===== src/scm_defines.svh =====
// scm_defines.svh: offsets, field positions, reset values and timing counts
// of the multiprocessor serial channel; assumes inclusion by bare name
`ifndef SCM_DEFINES_SVH
`define SCM_DEFINES_SVH

// ----------------------------------------
// timing
// ----------------------------------------
`define SCM_CLK_MHZ     100
`define SCM_BIT_NS      160
`define SCM_BIT_CYC     ((`SCM_BIT_NS * `SCM_CLK_MHZ) / 1000)
`define SCM_HALF_CYC    (`SCM_BIT_CYC / 2)

// ----------------------------------------
// register offsets (byte addresses)
// ----------------------------------------
`define SCM_OFS_CTRL    12'h000
`define SCM_OFS_STAT    12'h004
`define SCM_OFS_TXD     12'h008
`define SCM_OFS_RXD     12'h00C

// ----------------------------------------
// control register fields
// ----------------------------------------
`define SCM_C_RXEN      0
`define SCM_C_TXEN      1
`define SCM_C_RIE       2
`define SCM_C_TIE       3
`define SCM_C_TX_END_IRQ_ENABLE      4
`define SCM_C_IDRE      5
`define SCM_C_LEN7      8
`define SCM_C_PAREN     9
`define SCM_C_PARODD    10
`define SCM_C_MPEN      11
`define SCM_C_STOP2     12
`define SCM_CTRL_RST    13'h0000

// ----------------------------------------
// status register fields
// ----------------------------------------
`define SCM_S_TXEMPTY   0
`define SCM_S_RXFULL    1
`define SCM_S_OVR       2
`define SCM_S_FRM       3
`define SCM_S_PAR       4
`define SCM_S_TXEND     5
`define SCM_S_IDBIT     6
`define SCM_S_IDBT      7
`define SCM_S_PIN       8

`endif


===== src/scm_pkg.sv =====
// scm_pkg.sv: types and frame helpers of the multiprocessor serial channel
// assumes nothing beyond a SystemVerilog compiler
package scm_pkg;

  // frame format selection
  typedef struct packed {
    logic len7;
    logic par_en;
    logic par_odd;
    logic mp_en;
    logic two_stop;
  } scm_fmt_t;

  typedef enum logic [1:0] {RX_IDLE, RX_START, RX_BITS} scm_rx_state_t;
  typedef enum logic       {TX_IDLE, TX_SEND}           scm_tx_state_t;

  // extra bit present (parity or id bit)
  function automatic logic scm_ext_en(input scm_fmt_t f);
    return f.mp_en | f.par_en;
  endfunction : scm_ext_en

  // line image of a frame, bit 0 first; unused upper bits are stop/marking ones
  function automatic logic [11:0] scm_frame(input logic [7:0] d, input scm_fmt_t f, input logic ext);
    logic [11:0] fr;
    fr = 12'hFFF;
    fr[0] = 1'b0;
    fr[8:1] = d;
    if (f.len7) fr[8] = 1'b1;
    if (scm_ext_en(f)) begin
      if (f.len7) fr[8] = ext;
      else fr[9] = ext;
    end
    return fr;
  endfunction : scm_frame

  // bits in a frame including start and stops
  function automatic logic [3:0] scm_frame_len(input scm_fmt_t f);
    return 4'h1 + (f.len7 ? 4'h7 : 4'h8) + {3'h0, scm_ext_en(f)} + (f.two_stop ? 4'h2 : 4'h1);
  endfunction : scm_frame_len

endpackage : scm_pkg


===== src/scm_link_if.sv =====
// scm_link_if.sv: serial line between the channel and the far processor
// assumes the bench joins both ends through this interface
`timescale 1ns/1ps
`default_nettype none

interface scm_link_if;
  logic dev_txd;   // channel to far end
  logic peer_txd;  // far end to channel

  modport dev  (output dev_txd, input peer_txd);
  modport peer (input dev_txd, output peer_txd);
endinterface : scm_link_if

`default_nettype wire


===== src/scm_rx_frame.sv =====
// scm_rx_frame.sv: frame receiver with 16x bit timing and checks
// assumes an asynchronous serial input and the scm format struct
`timescale 1ns/1ps
`default_nettype none
`include "scm_defines.svh"

module scm_rx_frame (
  // clock and reset
  input  wire logic             pclk,
  input  wire logic             presetn,
  // line and control
  input  wire logic             rxd,
  input  wire logic             rx_go,
  input  wire scm_pkg::scm_fmt_t fmt,
  // results
  output logic                  line_lvl,
  output logic                  done,
  output logic [7:0]            data,
  output logic                  ext,
  output logic                  par_err,
  output logic                  frm_err
);

  logic                   sync1_r;
  logic                   sync2_r;
  scm_pkg::scm_rx_state_t state_r;
  logic [7:0]             cnt_r;
  logic [3:0]             idx_r;
  logic [9:0]             bits_r;
  logic [9:0]             bits_w;
  logic [3:0]             last_w;
  logic [7:0]             d_w;
  logic                   e_w;
  logic                   bit_end;

  // ----------------------------------------
  // decode of the sampled frame
  // ----------------------------------------
  assign last_w  = (fmt.len7 ? 4'h7 : 4'h8) + {3'h0, scm_pkg::scm_ext_en(fmt)};
  assign bit_end = (cnt_r == 8'(`SCM_BIT_CYC - 1));
  assign line_lvl = sync2_r;

  // current bit merged into collected bits
  always_comb begin
    bits_w = bits_r;
    bits_w[idx_r] = sync2_r;
  end

  assign d_w = fmt.len7 ? {1'b0, bits_w[6:0]} : bits_w[7:0];
  assign e_w = fmt.len7 ? bits_w[7] : bits_w[8];

  // two-flop synchroniser
  always_ff @(posedge pclk or negedge presetn) begin
    if (!presetn) begin
      sync1_r <= 1'b1;
      sync2_r <= 1'b1;
    end else begin
      sync1_r <= rxd;
      sync2_r <= sync1_r;
    end
  end

  // start detect, mid-bit sampling, end-of-frame checks
  always_ff @(posedge pclk or negedge presetn) begin
    if (!presetn) begin
      state_r <= scm_pkg::RX_IDLE;
      cnt_r   <= 8'h00;
      idx_r   <= 4'h0;
      bits_r  <= 10'h000;
      done    <= 1'b0;
      data    <= 8'h00;
      ext     <= 1'b0;
      par_err <= 1'b0;
      frm_err <= 1'b0;
    end else begin
      done <= 1'b0;
      case (state_r)
        scm_pkg::RX_IDLE: begin
          cnt_r <= 8'h00;
          if (rx_go && !sync2_r) state_r <= scm_pkg::RX_START;
        end
        scm_pkg::RX_START: begin
          if (!rx_go) begin
            state_r <= scm_pkg::RX_IDLE;
          end else if (cnt_r == 8'(`SCM_HALF_CYC - 1)) begin
            cnt_r   <= 8'h00;
            idx_r   <= 4'h0;
            state_r <= sync2_r ? scm_pkg::RX_IDLE : scm_pkg::RX_BITS;
          end else begin
            cnt_r <= cnt_r + 8'h01;
          end
        end
        scm_pkg::RX_BITS: begin
          if (!rx_go) begin
            state_r <= scm_pkg::RX_IDLE;
          end else if (bit_end) begin
            cnt_r  <= 8'h00;
            bits_r <= bits_w;
            idx_r  <= idx_r + 4'h1;
            if (idx_r == last_w) begin
              // only the first stop bit is looked at
              state_r <= scm_pkg::RX_IDLE;
              done    <= 1'b1;
              data    <= d_w;
              ext     <= e_w;
              frm_err <= ~sync2_r;
              par_err <= fmt.par_en & ~fmt.mp_en & ((^d_w ^ e_w) != fmt.par_odd);
            end
          end else begin
            cnt_r <= cnt_r + 8'h01;
          end
        end
        default: state_r <= scm_pkg::RX_IDLE;
      endcase
    end
  end

endmodule : scm_rx_frame

`default_nettype wire


===== src/scm_serial_channel.sv =====
// scm_serial_channel.sv: serial channel with receive checks, id-bit addressing
// and id-bit transmit, registers on APB
// assumes one pclk domain, the far end on scm_link_if, dma acks on pclk
//
// Contract
// - start bit 0 starts bit timing, receive
// - data shifted in least significant bit first
// - parity check against even/odd setting
// - first stop bit must be 1
// - copy only when receive-full flag is 0
// - good frame stored, receive-full set
// - frame while full sets overrun, no copy
// - stop 0 or parity bad: flag, copy
// - error flag blocks reception and receive-full
// - receive-full raises interrupt when enabled
// - any error flag raises error interrupt; here only while RIE is set
// - reader clears receive-full before next stop
// - dma read clears receive-full automatically
// - software clears error flags to restart
// - serial input level readable by software
// - id format ignores parity settings
// - start, data lsb first, id bit, stops
// - empty cleared: load, set empty, send, interrupt
// - at stop sample empty; continue or end
// - software writes data, id bit, then clears
// - armed id cycle skips frames with bit 0
// - software compares id, re-arms on mismatch
//
// The APB register port and the address map were decided locally.
`timescale 1ns/1ps
`default_nettype none
`include "scm_defines.svh"

module scm_serial_channel (
  // clock and reset
  input  wire logic        pclk,
  input  wire logic        presetn,
  // apb slave
  input  wire logic        psel,
  input  wire logic        penable,
  input  wire logic        pwrite,
  input  wire logic [11:0] paddr,
  input  wire logic [31:0] pwdata,
  output logic             pready,
  output logic             pslverr,
  output logic [31:0]      prdata,
  // dma
  input  wire logic        dma_rd,
  output logic [7:0]       dma_rdata,
  // interrupt requests
  output logic             rx_full_irq,
  output logic             rx_error_irq,
  output logic             tx_empty_irq,
  output logic             tx_end_irq,
  // serial line
  scm_link_if.dev          link
);

  logic [12:0]            serial_control_reg_r;
  logic [7:0]             tx_data_reg_r;
  logic [7:0]             rx_data_reg_r;
  logic                   tx_empty_flag_r;
  logic                   rx_full_flag_r;
  logic                   overrun_flag_r;
  logic                   framing_err_flag_r;
  logic                   parity_err_flag_r;
  logic                   tx_end_flag_r;
  logic                   id_bit_r;
  logic                   id_bit_transfer_r;
  scm_pkg::scm_tx_state_t tx_state_r;
  logic [11:0]            tx_shift_reg_r;
  logic [3:0]             tx_left_r;
  logic [7:0]             tx_cnt_r;
  logic                   rx_done;
  logic [7:0]             rx_data;
  logic                   rx_ext;
  logic                   rx_perr;
  logic                   rx_ferr;
  logic                   rx_pin;

  // ----------------------------------------
  // register decode
  // ----------------------------------------
  scm_pkg::scm_fmt_t fmt;
  logic setup_rd, wr, hit_ctrl, hit_stat, hit_txd, hit_rxd, mapped;
  logic wr_ctrl, wr_stat, wr_txd;
  logic err_any, rx_go, rx_skip, rx_acc, rx_copy, full_set, ovr_set;
  logic clr_full, clr_ovr, clr_frm, clr_par, clr_empty;
  logic tx_load, tx_bit_end, tx_ext, stop_start;
  logic [7:0] tx_d;
  logic [31:0] stat_w;

  // format fields in struct order, len7 first, one driver for the whole struct
  assign fmt = {serial_control_reg_r[`SCM_C_LEN7], serial_control_reg_r[`SCM_C_PAREN],
                serial_control_reg_r[`SCM_C_PARODD], serial_control_reg_r[`SCM_C_MPEN],
                serial_control_reg_r[`SCM_C_STOP2]};

  assign hit_ctrl = (paddr == `SCM_OFS_CTRL);
  assign hit_stat = (paddr == `SCM_OFS_STAT);
  assign hit_txd  = (paddr == `SCM_OFS_TXD);
  assign hit_rxd  = (paddr == `SCM_OFS_RXD);
  assign mapped   = hit_ctrl | hit_stat | hit_txd | hit_rxd;
  assign setup_rd = psel & ~penable & ~pwrite;
  assign wr       = psel & penable & pwrite;
  assign wr_ctrl  = wr & hit_ctrl;
  assign wr_stat  = wr & hit_stat;
  assign wr_txd   = wr & hit_txd;
  assign pready   = 1'b1;
  assign pslverr  = psel & penable & ~mapped;

  // receive, error and empty flags clear on a written 0; the end flag does not
  assign clr_full  = (wr_stat & ~pwdata[`SCM_S_RXFULL]) | dma_rd;
  assign clr_ovr   = wr_stat & ~pwdata[`SCM_S_OVR];
  assign clr_frm   = wr_stat & ~pwdata[`SCM_S_FRM];
  assign clr_par   = wr_stat & ~pwdata[`SCM_S_PAR];
  assign clr_empty = wr_stat & ~pwdata[`SCM_S_TXEMPTY];

  assign stat_w = {23'h000000, rx_pin, id_bit_transfer_r, id_bit_r, tx_end_flag_r, parity_err_flag_r,
                   framing_err_flag_r, overrun_flag_r, rx_full_flag_r, tx_empty_flag_r};

  // read data captured in the setup cycle
  always_ff @(posedge pclk or negedge presetn) begin
    if (!presetn) prdata <= 32'h00000000;
    else if (setup_rd) prdata <= hit_ctrl ? {19'h00000, serial_control_reg_r} :
                                 hit_stat ? stat_w :
                                 hit_txd  ? {24'h000000, tx_data_reg_r} :
                                 hit_rxd  ? {24'h000000, rx_data_reg_r} : 32'h00000000;
  end

  // ----------------------------------------
  // receive path
  // ----------------------------------------
  assign err_any  = overrun_flag_r | framing_err_flag_r | parity_err_flag_r;
  assign rx_go    = serial_control_reg_r[`SCM_C_RXEN] & ~err_any;
  assign rx_skip  = fmt.mp_en & serial_control_reg_r[`SCM_C_IDRE] & ~rx_ext;
  assign rx_acc   = rx_done & ~err_any & ~rx_skip;
  assign rx_copy  = rx_acc & ~rx_full_flag_r;
  assign ovr_set  = rx_acc & rx_full_flag_r;
  assign full_set = rx_copy & ~rx_perr & ~rx_ferr;

  scm_rx_frame u_rx (
    .pclk     (pclk),
    .presetn  (presetn),
    .rxd      (link.peer_txd),
    .rx_go    (rx_go),
    .fmt      (fmt),
    .line_lvl (rx_pin),
    .done     (rx_done),
    .data     (rx_data),
    .ext      (rx_ext),
    .par_err  (rx_perr),
    .frm_err  (rx_ferr)
  );

  // receive data and id bit
  always_ff @(posedge pclk or negedge presetn) begin
    if (!presetn) begin
      rx_data_reg_r <= 8'h00;
      id_bit_r      <= 1'b0;
    end else if (rx_copy) begin
      rx_data_reg_r <= rx_data;
      id_bit_r      <= rx_ext;
    end
  end

  // receive flags, hardware set wins over clear
  always_ff @(posedge pclk or negedge presetn) begin
    if (!presetn) begin
      rx_full_flag_r     <= 1'b0;
      overrun_flag_r     <= 1'b0;
      framing_err_flag_r <= 1'b0;
      parity_err_flag_r  <= 1'b0;
    end else begin
      rx_full_flag_r     <= full_set | (rx_full_flag_r & ~clr_full);
      overrun_flag_r     <= ovr_set | (overrun_flag_r & ~clr_ovr);
      framing_err_flag_r <= (rx_copy & rx_ferr) | (framing_err_flag_r & ~clr_frm);
      parity_err_flag_r  <= (rx_copy & rx_perr) | (parity_err_flag_r & ~clr_par);
    end
  end

  // ----------------------------------------
  // control and transmit data registers
  // ----------------------------------------
  always_ff @(posedge pclk or negedge presetn) begin
    if (!presetn) begin
      serial_control_reg_r <= `SCM_CTRL_RST;
      tx_data_reg_r        <= 8'h00;
      id_bit_transfer_r    <= 1'b0;
    end else begin
      if (wr_ctrl) serial_control_reg_r <= pwdata[12:0];
      else if (rx_acc && fmt.mp_en && rx_ext) serial_control_reg_r[`SCM_C_IDRE] <= 1'b0;
      if (wr_txd) tx_data_reg_r <= pwdata[7:0];
      if (wr_stat) id_bit_transfer_r <= pwdata[`SCM_S_IDBT];
    end
  end

  // ----------------------------------------
  // transmit path
  // ----------------------------------------
  assign tx_load    = serial_control_reg_r[`SCM_C_TXEN] & (tx_state_r == scm_pkg::TX_IDLE) & ~tx_empty_flag_r;
  assign tx_bit_end = (tx_cnt_r == 8'(`SCM_BIT_CYC - 1));
  assign tx_d       = fmt.len7 ? {1'b0, tx_data_reg_r[6:0]} : tx_data_reg_r;
  assign tx_ext     = fmt.mp_en ? id_bit_transfer_r : (^tx_d ^ fmt.par_odd);
  assign stop_start = tx_bit_end & (tx_left_r == (fmt.two_stop ? 4'h3 : 4'h2));

  // empty and end flags
  always_ff @(posedge pclk or negedge presetn) begin
    if (!presetn) begin
      tx_empty_flag_r <= 1'b1;
      tx_end_flag_r   <= 1'b1;
    end else if (!serial_control_reg_r[`SCM_C_TXEN]) begin
      tx_empty_flag_r <= 1'b1;
      tx_end_flag_r   <= 1'b1;
    end else begin
      tx_empty_flag_r <= tx_load | (tx_empty_flag_r & ~clr_empty);
      if (tx_load) tx_end_flag_r <= 1'b0;
      else if (stop_start && tx_empty_flag_r) tx_end_flag_r <= 1'b1;
    end
  end

  // frame shifter; next frame loads from idle right after the stops
  always_ff @(posedge pclk or negedge presetn) begin
    if (!presetn) begin
      tx_state_r     <= scm_pkg::TX_IDLE;
      tx_shift_reg_r <= 12'hFFF;
      tx_left_r      <= 4'h0;
      tx_cnt_r       <= 8'h00;
    end else if (!serial_control_reg_r[`SCM_C_TXEN]) begin
      tx_state_r     <= scm_pkg::TX_IDLE;
      tx_shift_reg_r <= 12'hFFF;
    end else if (tx_load) begin
      tx_state_r     <= scm_pkg::TX_SEND;
      tx_shift_reg_r <= scm_pkg::scm_frame(tx_d, fmt, tx_ext);
      tx_left_r      <= scm_pkg::scm_frame_len(fmt);
      tx_cnt_r       <= 8'h00;
    end else if (tx_state_r == scm_pkg::TX_SEND) begin
      tx_cnt_r <= tx_bit_end ? 8'h00 : tx_cnt_r + 8'h01;
      if (tx_bit_end) begin
        tx_shift_reg_r <= {1'b1, tx_shift_reg_r[11:1]};
        tx_left_r      <= tx_left_r - 4'h1;
        if (tx_left_r == 4'h1) tx_state_r <= scm_pkg::TX_IDLE;
      end
    end
  end

  // ----------------------------------------
  // outputs
  // ----------------------------------------
  assign link.dev_txd = tx_shift_reg_r[0];                                  // marking is all ones
  assign dma_rdata    = rx_data_reg_r;
  assign rx_full_irq  = serial_control_reg_r[`SCM_C_RIE] & rx_full_flag_r;
  assign rx_error_irq = serial_control_reg_r[`SCM_C_RIE] & err_any;
  assign tx_empty_irq = serial_control_reg_r[`SCM_C_TIE] & tx_empty_flag_r;
  assign tx_end_irq   = serial_control_reg_r[`SCM_C_TX_END_IRQ_ENABLE] & tx_end_flag_r;

endmodule : scm_serial_channel

`default_nettype wire


===== src/flat_wrapper.sv =====
// flat-port wrapper written by rule: the top's interface ports become plain ports
module scm_serial_channel_flat 
  (pclk, presetn, psel, penable, pwrite, paddr, pwdata, pready, pslverr, prdata, dma_rd, dma_rdata, rx_full_irq, rx_error_irq, tx_empty_irq, tx_end_irq, link_dev_txd, link_peer_txd);
  scm_link_if link_i ();
  input  wire logic pclk;
  input  wire logic presetn;
  input  wire logic psel;
  input  wire logic penable;
  input  wire logic pwrite;
  input  wire logic [11:0] paddr;
  input  wire logic [31:0] pwdata;
  output logic pready;
  output logic pslverr;
  output logic [31:0] prdata;
  input  wire logic dma_rd;
  output logic [7:0] dma_rdata;
  output logic rx_full_irq;
  output logic rx_error_irq;
  output logic tx_empty_irq;
  output logic tx_end_irq;
  output wire logic [$bits(link_i.dev_txd)-1:0] link_dev_txd;
  input wire logic [$bits(link_i.peer_txd)-1:0] link_peer_txd;
  assign link_dev_txd = link_i.dev_txd;
  assign link_i.peer_txd = link_peer_txd;
  scm_serial_channel u_core (.pclk(pclk), .presetn(presetn), .psel(psel), .penable(penable), .pwrite(pwrite), .paddr(paddr), .pwdata(pwdata), .pready(pready), .pslverr(pslverr), .prdata(prdata), .dma_rd(dma_rd), .dma_rdata(dma_rdata), .rx_full_irq(rx_full_irq), .rx_error_irq(rx_error_irq), .tx_empty_irq(tx_empty_irq), .tx_end_irq(tx_end_irq), .link(link_i));
endmodule

===== config.mk =====
export PLATFORM = sky130hd
export DESIGN_NAME = scm_serial_channel_flat
export DESIGN_NICKNAME = d
export VERILOG_FILES = /design/src/scm_pkg.sv /design/src/scm_link_if.sv /design/src/scm_rx_frame.sv /design/src/scm_serial_channel.sv /design/src/flat_wrapper.sv
export VERILOG_INCLUDE_DIRS = /design/src
export SDC_FILE = /design/constraint.sdc
export NUM_CORES = 1
export LEC_CHECK = 0
export ABC_AREA = 1
export BUFFER_PORTS_ARGS = -buffer_cell sky130_fd_sc_hd__buf_2
export CORE_MARGIN = 1
export CORE_UTILIZATION = 41
export CTS_BUF_LIST = sky130_fd_sc_hd__clkbuf_16
export CTS_CLUSTER_DIAMETER = 30
export DETAILED_ROUTE_END_ITERATION = 8
export SETUP_SLACK_MARGIN = 0.5
export SLEW_MARGIN = 10
export SYNTH_ARGS = -nofsm -noshare
export SYNTH_HDL_FRONTEND = slang
export SYNTH_SLANG_ARGS = --single-unit

===== constraint.sdc =====
create_clock -name pclk -period 2.5 [get_ports pclk]
set_input_delay 0.25 -clock pclk [delete_from_list [all_inputs] [get_ports pclk]]
set_output_delay 0.25 -clock pclk [all_outputs]
set_load 0.05 [all_outputs]

==> run_results.csv <==
group,metric,value,unit
critical_path,worstSetupStartpoint,"u_core.serial_control_reg_r[11]",
layout,stdcell_count,1032,
cts,clk_pin_slew,70,ps
cts,cts-root-buf,"clkbuf_16",
sta,holdWs,161,ps
layout,antenna_cells,0,
critical_path,required,2740,ps
critical_path,setup.worst_path.end,"u_core.tx_left_r[2]",
sta,timing.slew.headroom,0.634,
layout,fin_nets,912,
critical_path,start_kind,"register",
layout,area_growth,13.8,%
cts,insertion_delay,350,ps
cts,cts.sinks,110,
floorplan,start_util,0.425,
grt,grt_overflow,0,
drt,drt_iter0_drc,289,
layout,drive_above_1_share,0.223,
sta,setup_violations,0,
critical_path,cpPeakStageDelay,410,ps
critical_path,crit_slowest_cell,"dfrtp_1",
drt,drc,9,
logic_synthesis,synth_cell_types,49,
pwr,p_per_area,483,nW/um^2
grt,grt_max_degree,49,
sta,final-hold-violation-count,0,
sta,tightest_slew,547,ps
cts,cts_tree,"yes",
outcome,violations,"DRC",
drt,vias,5107,
layout,final_cell_mix,"189 x nand2_1, 94 x dfrtp_1, 84 x inv_1, 57 x buf_2, 47 x nor2_1",
logic_synthesis,avgSynthCellArea,8.08,um^2
grt,grt_use_total,0.198,
logic_synthesis,synth-seq-cells,110,
drt,wirelength,14.5,mm
logic_synthesis,netlist_area,6250,um^2
drt,ant_nets,0,
worst_hold_path,hold_class,"primary input to register",
grt,grt_pass1_vias,5024,
cts,cts_max_level,3,
sta,min_period_over_period,0.757,
placement,place.gp.congestion,0.812,
critical_path,crit_chain,"inv_2 -> nand2_4 -> nor2_4 -> inv_1 -> nand2_1 -> ha_2 -> inv_1 -> fa_1 -> xnor2_1 -> o21ai_1 -> o21ai_1",
floorplan,pin_count,98,
floorplan,core.rowCount,44,
logic_synthesis,syn_inst,774,
critical_path,r2r-end,"u_core.tx_left_r[2]",
logic_synthesis,seq_area_frac_synth,0.443,
critical_path,crit_path_end_kind,"register",
floorplan,design.die.area,15800,um^2
sta,setup_tns,0,ps
pwr,ir_drop,0.000296,V
critical_path,critical_path_arrival,2140,ps
sta,rsz0062_at_grt,"yes",
grt,grt_first_pass_wirelength,24.7,mm
flow_run,cap_violations,0,
floorplan,coreArea,14700,um^2
sta,drv_slew,0,
floorplan,die_h,126,um
cts,cts_made_buffers,9,
critical_path,crit_fanout,5,
logic_synthesis,ys_warn_count,0,
drt,viasPerCell,4.95,
outcome,outcome,"finished with violations",
placement,io_buffers,58,
critical_path,reg2reg_from,"u_core.serial_control_reg_r[11]",
logic_synthesis,synth-edff-count,0,
sta,fin_crit,1890,ps
grt,antenna_found_initial,0,
floorplan,die_x,126,um
pwr,power.static_leakage,3.48,nW
cts,clk_path_buf_depth,2,
logic_synthesis,ys_async_sr_fraction,1.00,
layout,final_common_cell,"nand2_1",
critical_path,rrSetupSlack,610,ps
drt,drt_first_pass_iters,6,
sta,finalClockSkew,7.92,ps
drt,drt-wirelength-per-cell,14.1,um
logic_synthesis,synth-main-ff-cell,"dfrtp_1",
critical_path,crit_type,"register to register",
placement,detailed_place_hpwl,10.9,mm
placement,dp_cells,1008,
sta,fmax,529,MHz
critical_path,worst_r2r_path_depth,11,
[stage by stage]
| stage | power [mW] | utilization | cell area (um^2) | setup slack (ps) |
|---|---|---|---|---|
| 4_1_cts | 3.48 | 0.476 | 6990 | 501 |
| 6_report | 3.43 | 0.484 | 7120 | 608 |
| 3_5_place_dp | 2.02 | 0.454 | 6670 | 380 |
| 5_1_grt | 3.57 | 0.484 | 7120 | 477 |
| 2_1_floorplan | 1.96 | - | 6330 | 611 |
| 3_3_place_gp | 2.02 | 0.454 | 6670 | 410 |
[power breakdown]
group | switching, mW | internal [mW]
logic | 0.160 | 0.0413
clock network | 0.670 | 0.775
registers | 0.00328 | 1.79
total | 0.833 | 2.60
[critical path, delay by kind of cell, from the launching register on]
kind,cells,cell delay [ps]
compound gates,2,220
xor+xnor,1,130
fa+ha+maj,2,540
buf+inv,3,230
flops,1,410
simple gates,3,260
[worst min-delay path by stage]
stage,from,endpoint,cells past startpoint
floorplan,presetn,u_core.dma_rdata[0],0
global placement,presetn,u_core.prdata[3],1
detailed placement,presetn,u_core.prdata[6],1
CTS,pwdata[12],u_core.serial_control_reg_r[12],3
global route,pwdata[3],u_core.framing_err_flag_r,3
finish,pwdata[12],u_core.serial_control_reg_r[12],3
[synthesized netlist by cell type, types with 3 or more instances]
master,instances,area [um^2]
nand4_1,5,31.3
dfstp_2,14,368
xnor2_1,5,43.8
nand3_2,4,40.0
nor3_1,14,70.1
nor3_4,4,65.1
nor2_2,3,18.8
ha_1,17,213
xor2_1,4,35.0
buf_4,20,150
inv_2,13,48.8
o21ai_0,44,220
o221ai_1,5,43.8
nand2_2,19,119
nand2_1,190,713
o22ai_1,8,50.1
buf_6,7,78.8
nor2_1,49,184
a21oi_1,26,130
o21ai_1,25,125
o21ai_2,16,140
dfrtp_1,96,2400
o211ai_1,10,75.1
inv_1,86,323
a31oi_1,3,18.8
buf_2,7,35.0
nand3_1,46,230
o31ai_1,7,52.6
[logic make-up (layout without fill, tap and decap cells)]
group	Yosys count	in the layout	synth area share
and+or+nand+nor	346	346	0.254
AOI/OAI and AO/OA	151	151	0.146
buffers and inverters	137	193	0.104
DFF	110	110	0.443
adders and majority gates	18	18	0.0372
xor gates and xnor gates	9	9	0.0126
other	2	20	0.00120
muxes	1	1	0.00180
[sequential cells by signal, indices dropped and copies added (netlist names), 8 cells and up]
name                         flops
u_core.u_rx.data                 8
u_core.tx_data_reg_r             8
u_core.dma_rdata                 8
u_core.serial_control_reg_r     13
u_core.tx_cnt_r                  8
u_core.tx_shift_reg_r           10
u_core.prdata                   13
u_core.u_rx.cnt_r                8
u_core.u_rx.bits_r               9
[layer usage]
layer  GRT usage  wire length [um]  up-vias
met1       0.265              7070     2367
li1            -                 -     2631
met5           0                 0        -
met2       0.323              6710       94
met4      0.0538               230        0
met3      0.0415               503       15
[repair_timing]
| action | 4_1_cts | 5_1_grt |
|---|---|---|
| gates resized for setup | 3 | 25 |
| hold endpoints to repair | 27 | 0 |
| hold buffers | 2 | 0 |
| setup buffers | 1 | 5 |
| setup endpoints to repair | 3 | 25 |
| pin swaps | 1 | 2 |
[layout make-up]
cell class / instances / area (um^2)
fill: 1445 / 7580
sequential: 110 / 2770
inverter: 101 / 383
timing repair buffer: 76 / 445
clock inverter: 7 / 67.6
multi-input combinational: 545 / 2990
clock buffer: 9 / 225
tap: 184 / 230
Power figures use the tool's default switching activity.
